===== src/include/rist_regs.vh =====
`ifndef RIST_REGS_VH
`define RIST_REGS_VH
// Register byte offsets (APB, one word each)
`define RIST_CTRL_OFF 12'h000
`define RIST_PRICE_OFF 12'h004
`define RIST_FINT_OFF 12'h008
`define RIST_FLAG_OFF 12'h00c
`define RIST_FLEFT_OFF 12'h010
`define RIST_COST_OFF 12'h014
`define RIST_STAT_OFF 12'h018
`define RIST_IRQS_OFF 12'h01c
`define RIST_IRQM_OFF 12'h020
`define RIST_ENGY_OFF 12'h024
`define RIST_POWY_OFF 12'h028
// Control register fields
`define RIST_CTRL_STOPEN 0
`define RIST_CTRL_FRKEY 1
`define RIST_CTRL_DRVEN 2
`define RIST_CTRL_EMCLR 3
`define RIST_CTRL_LATCH 4
`define RIST_CTRL_RESET 32'h0000_0004
// Status and interrupt fields
`define RIST_ST_INHIBIT 0
`define RIST_ST_RUN 1
`define RIST_IRQ_FILTER 0
`define RIST_IRQ_STOP 1
`define RIST_IRQ_TRIPRST 2
// Limits
`define RIST_PRICE_MAX 16'd6000
`define RIST_FINT_MAX 16'd30000
// Simultaneous run qualification time
`define RIST_BOTH_MS 60
`define RIST_CLK_KHZ 100000
`define RIST_BOTH_CYC (`RIST_BOTH_MS * `RIST_CLK_KHZ)
`endif


===== src/rtl/rist_seq_helper.v =====
// Our own choices: the APB register port and the placing of the registers.
`timescale 1ns/1ps
`include "rist_regs.vh"
module rist_seq_helper #(
  parameter BOTH_CYC = `RIST_BOTH_CYC
) (
  input wire clk_i, // 100 MHz clock
  input wire rst_i, // Async reset, high
  input wire ce_i, // Clock enable
  // APB slave
  input wire psel_i, // APB select
  input wire penable_i, // APB enable
  input wire pwrite_i, // APB direction
  input wire [11:0] paddr_i, // APB byte address
  input wire [31:0] pwdata_i, // APB write data
  input wire [3:0] pstrb_i, // APB byte strobes
  output wire pready_o, // APB ready
  output reg [31:0] prdata_o, // APB read data
  output wire pslverr_o, // APB error
  // Keypad and run command pins, synchronised
  input wire stop_key_i, // Stop key pin
  input wire run_key_i, // Run key pin
  input wire run_fwd_i, // Run forward bit
  input wire run_rev_i, // Run reverse bit
  input wire run_seq_i, // Run sequencing bit
  // Same-clock bits from the latch logic
  input wire not_stop_i, // Not stop bit
  input wire fwd_latched_i, // Forward after latch
  input wire rev_latched_i, // Reverse after latch
  input wire seq_latched_i, // Run after latch
  // Drive state pins, synchronised
  input wire hardware_enable_i, // Hardware enable pin
  input wire tripped_i, // Drive tripped
  input wire undervoltage_state_i, // Undervoltage state
  input wire keypad_ref_i, // Keypad reference mode
  input wire inverter_active_i, // Inverter active
  input wire run_hour_tick_i, // Run-time hour increment
  // Same-clock data inputs
  input wire [15:0] energy_meter_mwh_i, // Meter MWh from integrator
  input wire [15:0] energy_meter_kwh_i, // Meter kWh from integrator
  input wire [15:0] power_kw_i, // Instantaneous power, kW
  input wire [31:0] powered_years_days_i, // Powered-up years.days
  // Sequencer and parameter outputs
  output reg seq_run_permit_o, // Sequencer run allowed
  output reg trip_reset_o, // Trip reset pulse
  output reg drive_enabled_o, // Combined drive enable
  output reg run_hours_en_o, // Run-time clock advance
  output reg energy_meter_clear_o, // Integrator hold clear
  output reg fwd_rev_key_enable_o, // Fwd/rev key enable
  output reg [15:0] energy_meter_mwh_o, // Shown MWh
  output reg [15:0] energy_meter_kwh_o, // Shown kWh
  output reg [31:0] running_cost_o, // Cost per hour
  output reg filter_change_flag_o, // Filter change due
  output wire irq_o // Interrupt, level
);

  // Two-stage synchronisers for pin inputs
  // Stop key presses and the hour tick act on rising edges after these,
  // so each pin adds two cycles of latency
  reg [15:0] s1_q;
  reg [15:0] s2_q;
  wire [15:0] pin_raw = {5'h00, run_hour_tick_i, inverter_active_i,
    keypad_ref_i, undervoltage_state_i, tripped_i, hardware_enable_i,
    run_key_i, stop_key_i, run_fwd_i, run_rev_i, run_seq_i};
  wire fwd = s2_q[2];
  wire rev = s2_q[1];
  wire seq = s2_q[0];
  wire stop_k = s2_q[3];
  wire run_k = s2_q[4];
  wire hw_en = s2_q[5];
  wire trip = s2_q[6];
  wire uv = s2_q[7];
  wire kref = s2_q[8];
  wire inv_act = s2_q[9];
  wire hr_tick = s2_q[10];

  // Register state
  reg [31:0] ctrl_q;
  reg [15:0] price_q;
  reg [15:0] fint_q;
  reg [15:0] fleft_q;
  reg flag_q;
  reg [2:0] irqs_q;
  reg [2:0] irqm_q;
  reg inhibit_q;
  reg stop_prev_q;
  reg hr_prev_q;
  reg [23:0] both_cnt_q;
  reg both_ok_q;

  wire stop_en = ctrl_q[`RIST_CTRL_STOPEN];
  wire drv_en = ctrl_q[`RIST_CTRL_DRVEN];
  wire emclr = ctrl_q[`RIST_CTRL_EMCLR];
  wire latch_sel = ctrl_q[`RIST_CTRL_LATCH];

  // APB decode
  // Zero wait states: every access ends in its first access cycle
  // Writes are dropped while the clock enable is low
  wire wr_acc = psel_i & penable_i & pwrite_i & ce_i;
  wire rd_acc = psel_i & penable_i & ~pwrite_i;
  assign pready_o = 1'b1;

  // Address match, shared by write, read and error decode
  function hit;
    input [11:0] a;
    input [11:0] off;
    begin
      hit = (a == off);
    end
  endfunction

  // Saturates a written value at its upper limit
  function [15:0] clamp16;
    input [15:0] v;
    input [15:0] mx;
    begin
      clamp16 = (v > mx) ? mx : v;
    end
  endfunction

  wire mapped = hit(paddr_i, `RIST_CTRL_OFF) | hit(paddr_i, `RIST_PRICE_OFF) |
    hit(paddr_i, `RIST_FINT_OFF) | hit(paddr_i, `RIST_FLAG_OFF) |
    hit(paddr_i, `RIST_FLEFT_OFF) | hit(paddr_i, `RIST_COST_OFF) |
    hit(paddr_i, `RIST_STAT_OFF) | hit(paddr_i, `RIST_IRQS_OFF) |
    hit(paddr_i, `RIST_IRQM_OFF) | hit(paddr_i, `RIST_ENGY_OFF) |
    hit(paddr_i, `RIST_POWY_OFF);
  assign pslverr_o = psel_i & penable_i & ~mapped;
  wire wr_ok = wr_acc & mapped & pstrb_i[0];

  // Combined enable, needs both parameter and hardware source
  wire disabled = ~drv_en | ~hw_en;
  wire stop_edge = stop_k & ~stop_prev_q;
  wire both = fwd & rev;
  wire all_zero = ~(fwd | rev | seq);
  wire lat_zero = ~(fwd_latched_i | rev_latched_i | seq_latched_i);
  wire exit0 = all_zero | disabled | uv;
  wire exit1 = lat_zero | ~not_stop_i | disabled | uv;
  wire exit_any = (latch_sel ? exit1 : exit0) | both_ok_q;
  // Exit conditions are levels, acted on only while inhibited
  // Run held with Stop, keypad reference only
  wire keep_run = run_k & kref;
  wire withdraw = stop_edge & (stop_en | trip) & ~keep_run;
  wire flag_wr = wr_ok & hit(paddr_i, `RIST_FLAG_OFF);
  wire flag_fall = flag_wr & flag_q & ~pwdata_i[0];
  wire hr_edge = hr_tick & ~hr_prev_q;
  wire filt_evt = hr_edge & inv_act & (fint_q != 16'h0000) &
    (fleft_q == 16'h0001);

  // Synchronisers
  always @(posedge clk_i or posedge rst_i) begin
    if (rst_i) begin
      s1_q <= 16'h0000;
      s2_q <= 16'h0000;
    end else if (ce_i) begin
      s1_q <= pin_raw;
      s2_q <= s1_q;
    end
  end

  // Simultaneous forward and reverse qualifier
  // The full count must be seen on consecutive cycles, so a
  // single dropout of either bit starts the 60 ms over
  always @(posedge clk_i or posedge rst_i) begin
    if (rst_i) begin
      both_cnt_q <= 24'h000000;
      both_ok_q <= 1'b0;
    end else if (ce_i) begin
      if (!both) begin
        both_cnt_q <= 24'h000000;
        both_ok_q <= 1'b0;
      end else if (both_cnt_q >= BOTH_CYC - 1) begin
        both_ok_q <= 1'b1;
      end else begin
        both_cnt_q <= both_cnt_q + 24'h000001;
      end
    end
  end

  // Stop key edge history and trip reset pulse
  always @(posedge clk_i or posedge rst_i) begin
    if (rst_i) begin
      stop_prev_q <= 1'b0;
      trip_reset_o <= 1'b0;
    end else if (ce_i) begin
      stop_prev_q <= stop_k;
      // Stop edge resets trip, run held keeps running in keypad mode
      trip_reset_o <= stop_edge & trip;
    end
  end

  // Stop key inhibit
  // A withdraw in the same cycle as an exit keeps the inhibit set,
  // but a standing exit clears it again on the next cycle
  always @(posedge clk_i or posedge rst_i) begin
    if (rst_i) begin
      inhibit_q <= 1'b0;
      seq_run_permit_o <= 1'b0;
    end else if (ce_i) begin
      if (withdraw)
        inhibit_q <= 1'b1;
      else if (exit_any)
        inhibit_q <= 1'b0;
      // Permit never raised by the stop key itself
      // Controller drives a fresh start after release
      seq_run_permit_o <= ~inhibit_q & ~withdraw & ~disabled;
    end
  end

  // Control and parameter registers
  always @(posedge clk_i or posedge rst_i) begin
    if (rst_i) begin
      ctrl_q <= `RIST_CTRL_RESET;
      price_q <= 16'h0000;
      fint_q <= 16'h0000;
      irqm_q <= 3'h0;
    end else if (wr_ok) begin
      // Out-of-range price and interval writes saturate at the limit
      if (hit(paddr_i, `RIST_CTRL_OFF))
        ctrl_q <= {27'h0000000, pwdata_i[4:0]};
      else if (hit(paddr_i, `RIST_PRICE_OFF))
        price_q <= clamp16(pwdata_i[15:0], `RIST_PRICE_MAX);
      else if (hit(paddr_i, `RIST_FINT_OFF))
        fint_q <= clamp16(pwdata_i[15:0], `RIST_FINT_MAX);
      else if (hit(paddr_i, `RIST_IRQM_OFF))
        irqm_q <= pwdata_i[2:0];
    end
  end

  // Hour tick edge history
  always @(posedge clk_i or posedge rst_i) begin
    if (rst_i)
      hr_prev_q <= 1'b0;
    else if (ce_i)
      hr_prev_q <= hr_tick;
  end

  // Filter countdown and flag
  // The flag sets on the hour that takes time left from one to zero;
  // a software clear in that same cycle loses to the set
  always @(posedge clk_i or posedge rst_i) begin
    if (rst_i) begin
      fleft_q <= 16'h0000;
      flag_q <= 1'b0;
    end else if (ce_i) begin
      if (fint_q == 16'h0000) begin
        fleft_q <= 16'h0000;
      end else if (flag_fall) begin
        fleft_q <= fint_q;
      end else if (hr_edge && inv_act && fleft_q != 16'h0000) begin
        fleft_q <= fleft_q - 16'h0001;
      end
      // Flag at zero, set wins over write
      if (filt_evt)
        flag_q <= 1'b1;
      else if (flag_wr)
        flag_q <= pwdata_i[0];
    end
  end

  // Sticky interrupt status, write one clears, set wins
  // Bit 0 filter due, bit 1 stop withdraw, bit 2 trip reset
  always @(posedge clk_i or posedge rst_i) begin
    if (rst_i) begin
      irqs_q <= 3'h0;
    end else if (ce_i) begin
      irqs_q <= (irqs_q & ~((wr_ok && hit(paddr_i, `RIST_IRQS_OFF)) ?
        pwdata_i[2:0] : 3'h0)) | {trip_reset_o, withdraw, filt_evt};
    end
  end
  assign irq_o = |(irqs_q & irqm_q);

  // Enable and pass-through control outputs
  always @(posedge clk_i or posedge rst_i) begin
    if (rst_i) begin
      drive_enabled_o <= 1'b0;
      run_hours_en_o <= 1'b0;
      energy_meter_clear_o <= 1'b0;
      fwd_rev_key_enable_o <= 1'b0;
    end else if (ce_i) begin
      drive_enabled_o <= ~disabled;
      // Run hours only while inverter active
      run_hours_en_o <= inv_act;
      energy_meter_clear_o <= emclr;
      fwd_rev_key_enable_o <= ctrl_q[`RIST_CTRL_FRKEY];
    end
  end

  // Energy meter readout, held at zero by the clear bit
  always @(posedge clk_i or posedge rst_i) begin
    if (rst_i) begin
      energy_meter_mwh_o <= 16'h0000;
      energy_meter_kwh_o <= 16'h0000;
    end else if (ce_i) begin
      energy_meter_mwh_o <= emclr ? 16'h0000 : energy_meter_mwh_i;
      energy_meter_kwh_o <= emclr ? 16'h0000 : energy_meter_kwh_i;
    end
  end

  // Running cost and filter flag mirror
  always @(posedge clk_i or posedge rst_i) begin
    if (rst_i) begin
      running_cost_o <= 32'h00000000;
      filter_change_flag_o <= 1'b0;
    end else if (ce_i) begin
      // Cost is price times power, tenths
      running_cost_o <= price_q * power_kw_i;
      filter_change_flag_o <= flag_q;
    end
  end

  // Read mux
  // Data is driven only in the access phase and is zero otherwise,
  // so an idle bus shows no register contents
  always @* begin
    prdata_o = 32'h00000000;
    if (rd_acc) begin
      if (hit(paddr_i, `RIST_CTRL_OFF))
        prdata_o = ctrl_q;
      else if (hit(paddr_i, `RIST_PRICE_OFF))
        prdata_o = {16'h0000, price_q};
      else if (hit(paddr_i, `RIST_FINT_OFF))
        prdata_o = {16'h0000, fint_q};
      else if (hit(paddr_i, `RIST_FLAG_OFF))
        prdata_o = {31'h00000000, flag_q};
      else if (hit(paddr_i, `RIST_FLEFT_OFF))
        prdata_o = {16'h0000, fleft_q};
      else if (hit(paddr_i, `RIST_COST_OFF))
        prdata_o = running_cost_o;
      else if (hit(paddr_i, `RIST_STAT_OFF))
        prdata_o = {30'h00000000, seq_run_permit_o, inhibit_q};
      else if (hit(paddr_i, `RIST_IRQS_OFF))
        prdata_o = {29'h00000000, irqs_q};
      else if (hit(paddr_i, `RIST_IRQM_OFF))
        prdata_o = {29'h00000000, irqm_q};
      else if (hit(paddr_i, `RIST_ENGY_OFF))
        prdata_o = {energy_meter_mwh_o, energy_meter_kwh_o};
      else if (hit(paddr_i, `RIST_POWY_OFF))
        prdata_o = powered_years_days_i;
    end
  end

endmodule


===== config.mk =====
export PLATFORM = sky130hd
export DESIGN_NAME = rist_seq_helper
export DESIGN_NICKNAME = d
export VERILOG_FILES = /design/src/rtl/rist_seq_helper.v
export VERILOG_INCLUDE_DIRS = /design/src /design/src/include
export SDC_FILE = /design/constraint.sdc
export NUM_CORES = 1
export LEC_CHECK = 0
export BUFFER_PORTS_ARGS = -buffer_cell sky130_fd_sc_hd__buf_4
export CORE_MARGIN = 2
export CORE_UTILIZATION = 40
export DETAILED_ROUTE_END_ITERATION = 7
export PLACE_DENSITY = 0.56
export SLEW_MARGIN = 10
export SYNTH_ARGS = -nofsm -noshare
export SYNTH_HDL_FRONTEND = slang
export SYNTH_SLANG_ARGS = --single-unit
export TNS_END_PERCENT = 50

===== constraint.sdc =====
create_clock -name clk_i -period 8 [get_ports clk_i]
set_clock_uncertainty 0.2 [all_clocks]
set_input_delay 0 -clock clk_i [delete_from_list [all_inputs] [get_ports clk_i]]
set_output_delay 0 -clock clk_i [all_outputs]
set_load 0.05 [all_outputs]

==> impl_metrics.csv, run 1 <==
group,metric,value,unit
drt,drt_first_iter_violations,1147,
clock_network,cts.path.max_buffers,2,
setup_path,slowest_delay,0.70,ns
setup_path,critPathKind,"flip-flop to flip-flop",
global_route,grt_max_degree,134,
global_route,grt_pass1_wl,83440,um
placed_design,dp_cells,2583,
global_route,grt_pass1_vias,15120,
synthesis,yosysWarnings,0,
sta,max_freq,146.3,MHz
drt,ant_nets,0,
synthesis,ys_seq_area_frac,0.2617,
min_path,whs_path_depth,6,
clock_network,cts_tree,"done",
min_path,hold_path_class,"primary input to flip-flop",
layout,final-seq-area,4531,um2
global_route,gr-total-overflow,0,
clock_network,root_buffer,"clkbuf_16",
synthesis,synth_cell_types,79,
setup_path,crit_slowest_cell,"dfrtp_1",
layout,final_nets,2549,
layout,drive_gt1_frac,0.1780,
run_status,outcome,"finished, final reports clean",
clock_network,clk_latency,0.45,ns
sta,tns,0,ns
pwr,pwr-share-seq,0.450,
global_route,antenna_found_initial,1,
clock_network,cts_made_buffers,17,
pwr,p_sw,0.6741,mW
layout,area_delta_synth_final,21.10,%
drt,wl,52350,um
layout,multi_input_area,11480,um2
synthesis,synthCells,1835,
clock_network,cts_resized,0,
drt,vias,14470,
sta,min_period,6.835,ns
floorplan,dieArea,44960,um2
pwr,sw_frac_of_total,0.3018,
setup_path,critical_path.max_fanout,18,
pwr,cellPowerDensity,106.6,nW/um2
layout,final_cells,2698,
setup_path,reg2reg_depth,20,
drt,drc,0,
setup_path,crit_chain,"and2_1 > fa_1 > inv_1 > fa_1 > fa_1 > inv_1 > fa_1 > fa_1 > inv_1 > fa_1 > inv_1 > ha_1 > inv_1 > or3_1 > nor4_2 > o2111ai_1 > a31oi_1 > a31o_2 > xnor2_1 > mux2_2",
floorplan,die_width,212.0,um
drt,via_per_inst,5.364,
setup_path,arrival,6.96,ns
sta,worst_slew_pin_slew,1.161,ns
floorplan,rows,76,
synthesis,synthesis.nets,2285,
sta,drv_slew,0,
floorplan,initial_core_util,0.4037,
global_route,grt_usage,0.2407,
synthesis,ys_ff_latch,181,
sta,setup-violations-final,0,
synthesis,synth.cell_area,17310,um2
pwr,fin_total_pwr,2.234,mW
layout,fill_cells,4068,
clock_network,clock_sinks,181,
drt,wl_per_cell,19.40,um
setup_path,critPathCaptureType,"flip-flop",
job,drv_cap,0,
floorplan,pin_count,255,
clock_network,htree_levels,4,
pwr,p_comb_frac,0.178,
synthesis,ys.flop_type,"dfrtp_1",
sta,max-slew-margin-rel,0.2217,
pwr,leakagePower,10.05,nW
synthesis,syn_avg_cell_area,9.434,um2
pwr,clkPwrFrac,0.372,
setup_path,cp-start-kind,"flip-flop",
pwr,peakVddDrop,157.4,uV
sta,finalHoldViolations,0,
setup_path,cpMostUsedCell,"fa_1",
clock_network,path_clk_slew,0.08,ns
sta,rsz0062_at_grt,"false",
placed_design,io_buffers,234,
drt,drt_first_pass_iters,8,
floorplan,die_h,212.0,um
floorplan,core_area,42890,um2
setup_path,cp.required,8.13,ns
pwr,internal_power,1.560,mW
synthesis,synth-edff-count,0,
placed_design,dp.final_hpwl,40090,um
placed_design,gp_congestion,0.9288,
sta,fin_crit_sh,0.8543,
synthesis,async_reset_ff_frac,1.000,
repair_timing:
item | 4_1_cts | 5_1_grt
hold buffers | 82 | 0
endpoints found under the hold margin | 235 | 0
setup buffers | 0 | 0
layout by cell type, fill, tap and decap left out, types with 17 or more instances in the layout:
cell type	synthesis	layout
nor2_1	112	109
nand3_1	24	24
a21oi_1	65	65
fa_1	194	194
a22oi_1	42	42
mux2_2	50	50
clkbuf_16	0	17
buf_4	3	253
dfrtp_1	180	180
xor2_1	17	17
nand2_1	214	214
xnor2_1	27	27
a22o_1	39	39
o21ai_0	62	62
dlygate4sd3_1	0	82
and2_1	129	129
nor3_1	21	21
ha_1	107	107
a31oi_1	19	19
inv_1	245	244
flip-flops by register name (all words and copies together), names as in the netlist, 5 cells and up:
register and cells:
ctrl_q 5, fint_q 16, running_cost_o 32, both_cnt_q 24, energy_meter_mwh_o 16, s1_q 11, energy_meter_kwh_o 16, price_q 16
s2_q 11, fleft_q 16
synth_stat cells, types with 8 or more instances:
cell      count  area, um2
inv_1       245      919.6
nand2_1     214      803.3
fa_1        194       3884
dfrtp_1     180       4504
and2_1      129      807.0
nor2_1      112      420.4
ha_1        107       1339
clkbuf_1     70      262.8
a21oi_1      65      325.3
o21ai_0      62      310.3
mux2_2       50      563.0
a22oi_1      42      315.3
a22o_1       39      341.6
xnor2_1      27      236.5
nand3_1      24      120.1
nor3_1       21      105.1
a31oi_1      19      118.9
xor2_1       17      148.9
a222oi_1     16      160.2
nor4_1       14      87.58
a21o_1       12      90.09
buf_2        10      50.05
nor2b_1      10      62.56
and3_1        8      50.05
or3_1         8      50.05
critical path, delay by kind of cell (launching register included):
family,cells,cell delay [ns]
adder cells (fa/ha/maj),7,3.33
AO/OA/AOI/OAI,3,0.73
AND/OR/NAND/NOR,3,1.13
multiplexers,1,0.25
XOR/XNOR,1,0.06
flip-flops,1,0.70
buffers and inverters,5,0.28
worst paths after layout:
path,from,endpoint,slack [ns]
worst max-delay path,price_q[10],running_cost_o[29],1.17
worst min-delay path,penable_i,flag_q,0.03
worst max register to register,price_q[10],running_cost_o[29],1.17
worst min register to register,drive_enabled_o,drive_enabled_o,0.30
max in group asynchronous,rst_i,running_cost_o[4],6.21
min in group asynchronous,rst_i,energy_meter_kwh_o[5],0.12
layer usage:
| metal | GRT usage | vias up | part of all wire | wire length (um) |
|---|---|---|---|---|
| li1 | - | 6603 | - | - |
| met1 | 0.3216 | 7357 | 0.43 | 22730 |
| met2 | 0.4087 | 443 | 0.49 | 25810 |
| met3 | 0.03264 | 70 | 0.052 | 2702 |
| met4 | 0.06969 | 0 | 0.021 | 1105 |
| met5 | 0 | - | 0 | 0 |
through the flow:
stage	setup slack (ns)	util	cell area (um2)	hold WS (ns)
6_report	1.165	0.4888	20960	0.02614
5_1_grt	0.8639	0.4888	20960	0.06638
3_5_place_dp	1.141	0.4564	19570	0.01538
4_1_cts	1.097	0.4888	20960	0.003265
3_3_place_gp	1.168	0.4564	19570	0.01305
2_1_floorplan	1.858	-	17310	-0.08316
power groups by stage:
stage                     Combinational (mW)  Sequential, mW  Clock [mW]
after global placement                 0.365            1.02           0
after CTS                              0.399            1.01       0.849
final                                  0.397            1.01       0.831
after global routing                   0.426            1.01       0.885
after detailed placement               0.367            1.02           0
after floorplan                        0.135            1.09           0
cells by family after synthesis:
group / count (synthesis) / synth area share
compound gates: 319 / 0.1275
xor+xnor: 44 / 0.02226
other cells: 1 / 0.0002166
fa+ha+maj: 301 / 0.3017
simple gates: 594 / 0.1719
flops: 181 / 0.2617
buf+inv: 336 / 0.07553
mux: 59 / 0.03917
area by class of cell:
type	count	share of cell area
repair buffers	335	0.1298
multi-input cells	1318	0.5477
diodes	1	0.0001194
clock inverters	13	0.005909
clock buffers	19	0.02113
well taps	585	0.03491
flip-flops and latches	181	0.2161
inverters	246	0.04440
Note: power is estimated with default switching activity, not from simulation.
==> run 2: changes to the inputs <==
Settings changed: PLACE_DENSITY 0.56 to default, PLACE_DENSITY_LB_ADDON from default to 0.1.
==> run 2 against run 1 <==
Compared with the run above:
- cell area increased by 0.18%
- critical path depth unchanged
- first-iteration DRC count decreased by 8.7%
- sequential share of layout area about the same
- worst setup slack got worse by 0.10 ns
- routed wire length increased by 2.1%
- sequential cell count unchanged
- sequential power about the same
- die area unchanged
- worst hold slack improved by 0.0026 ns
- register-to-register slack got worse by 0.10 ns
- core utilization increased by 0.088 points
- critical endpoint unchanged
- largest cell class unchanged
==> impl_metrics.csv, run 2 (synthesized netlist as in run 1, its figures left out) <==
group,metric,value,unit
run_status,outcome,"finished, final reports clean",
clock_network,clock_sinks,181,
layout,fin_area,21000,um2
layout,fill_cells,4123,
clock_network,ctsHoldBuffers,85,
floorplan,rows,76,
drt,via_per_inst,5.329,
drt,wl_per_cell,19.79,um
sta,timing.hold.ws,0.02875,ns
setup_path,critPathKind,"flip-flop to flip-flop",
placed_design,dp_slack,1.133,ns
drt,drc,0,
global_route,antenna_found_initial,1,
placed_design,dpl-instance-area,19570,um2
setup_path,r2r-start,"price_q[10]",
clock_network,clk_latency,0.45,ns
drt,vias,14390,
setup_path,arrival,7.07,ns
layout,largest_reg_flops,32,
global_route,grt_pass1_vias,15110,
global_route,grt_pass1_wl,85810,um
sta,setup_ws,1.065,ns
setup_path,reg2reg_to,"running_cost_o[29]",
setup_path,cp-start-kind,"flip-flop",
layout,area_delta_synth_final,21.31,%
sta,finalHoldViolations,0,
placed_design,dp.final_hpwl,40350,um
layout,top_register,"running_cost_o",
drt,drt_first_iter_violations,1047,
clock_network,htree_levels,4,
setup_path,cp-startpoint,"price_q[10]",
clock_network,post_cts_buffers,0,
floorplan,pin_count,255,
layout,final_nets,2551,
global_route,gr-total-overflow,0,
setup_path,critPathCaptureType,"flip-flop",
setup_path,reg2reg_depth,20,
setup_path,critical_path.max_fanout,18,
sta,worst_slew_pin_slew,1.193,ns
layout,final_core_util,0.4897,
setup_path,r2r_slack,1.06,ns
clock_network,cts_made_buffers,17,
floorplan,initial_core_util,0.4037,
drt,drt_first_pass_iters,7,
global_route,grt_usage,0.2486,
sta,max-slew-margin-rel,0.2001,
floorplan,die_width,212.0,um
clock_network,root_buffer,"clkbuf_16",
placed_design,dp_cells,2582,
min_path,whs_path_depth,9,
pwr,peakVddDrop,159.0,uV
drt,wl,53440,um
global_route,grt_max_degree,119,
placed_design,io_buffers,234,
layout,reg_top3,"running_cost_o: 32 flops, both_cnt_q: 24 flops",
pwr,fin_total_pwr,2.262,mW
job,drv_cap,0,
clock_network,cts_resized,0,
sta,fin_crit_sh,0.8669,
sta,drv_slew,0,
sta,min_period,6.935,ns
min_path,worstHoldStart,"paddr_i[0]",
layout,final_cells,2700,
floorplan,dieArea,44960,um2
sta,rsz0062_at_grt,"false",
layout,mostFrequentLayoutCells,"252 x buf_4, 244 x inv_1, 214 x nand2_1",
pwr,leakagePower,10.08,nW
layout,drive_gt1_frac,0.1779,
placed_design,gp_congestion,0.9218,
sta,max_freq,144.2,MHz
pwr,cellPowerDensity,107.7,nW/um2
sta,tns,0,ns
layout,final_common_cell,"buf_4",
clock_network,path_clk_slew,0.07,ns
clock_network,cts_tree,"done",
clock_network,cts.path.max_buffers,2,
min_path,hold_path_end,"irqs_q[0]",
floorplan,die_h,212.0,um
drt,ant_nets,0,
sta,setup-violations-final,0,
floorplan,core_area,42890,um2
setup_path,cp.required,8.13,ns
min_path,hold_path_class,"primary input to flip-flop",
-- run 2: cell types whose count changed in the layout (fill, tap and decap cells not counted), sizes merged --
cell         before  now
inv             251  256
dlygate4sd3      82   85
clkbuf           19   17
clkinvlp          2    0
buf             253  252
clkinv            5    4
-- run 2: layout make-up --
type,instances,area [um2],area share
Antenna cell,1,2.502,0.0001192
Clock buffer,17,425.4,0.02026
Clock inverter,15,156.4,0.007447
Inverter,246,930.9,0.04433
Multi-Input combinational cell,1318,11480,0.5467
Sequential cell,181,4531,0.2157
Tap cell,585,732.0,0.03485
Timing Repair Buffer,337,2743,0.1306
-- run 2: worst max-delay path by stage --
stage          slack (ns)                  to  cells after the start
6_report             1.06  running_cost_o[29]                     20
4_1_cts              1.08  running_cost_o[29]                     20
2_1_floorplan        1.86  running_cost_o[21]                     21
3_5_place_dp         1.13  running_cost_o[29]                     20
5_1_grt              0.83  running_cost_o[29]                     21
3_3_place_gp         1.12  running_cost_o[29]                     21
-- run 2: metal layers --
layer | vias to the layer above | share of wire | global-route usage
li1 | 6604 | - | -
met1 | 7270 | 0.44 | 0.3349
met2 | 438 | 0.48 | 0.4089
met3 | 77 | 0.054 | 0.04092
met4 | 0 | 0.027 | 0.08111
met5 | - | 0 | 0
-- run 2: power breakdown --
part / switching [mW] / internal, mW
clock network: 0.413 / 0.444
logic: 0.240 / 0.159
registers: 0.0467 / 0.959
total: 0.700 / 1.56
-- run 2: worst max-delay path: stages, from the launching register on --
cell and delay (ns):
dfrtp_1 0.70, and2_1 0.32, fa_1 0.54, inv_1 0.05, fa_1 0.47, fa_1 0.53
inv_1 0.06, fa_1 0.52, fa_1 0.50, inv_1 0.05, fa_1 0.48, inv_1 0.04
ha_1 0.34, inv_1 0.08, or3_1 0.40, nor4_2 0.44, o2111ai_1 0.23, a31oi_1 0.31
a31o_2 0.23, xnor2_1 0.07, mux2_2 0.26
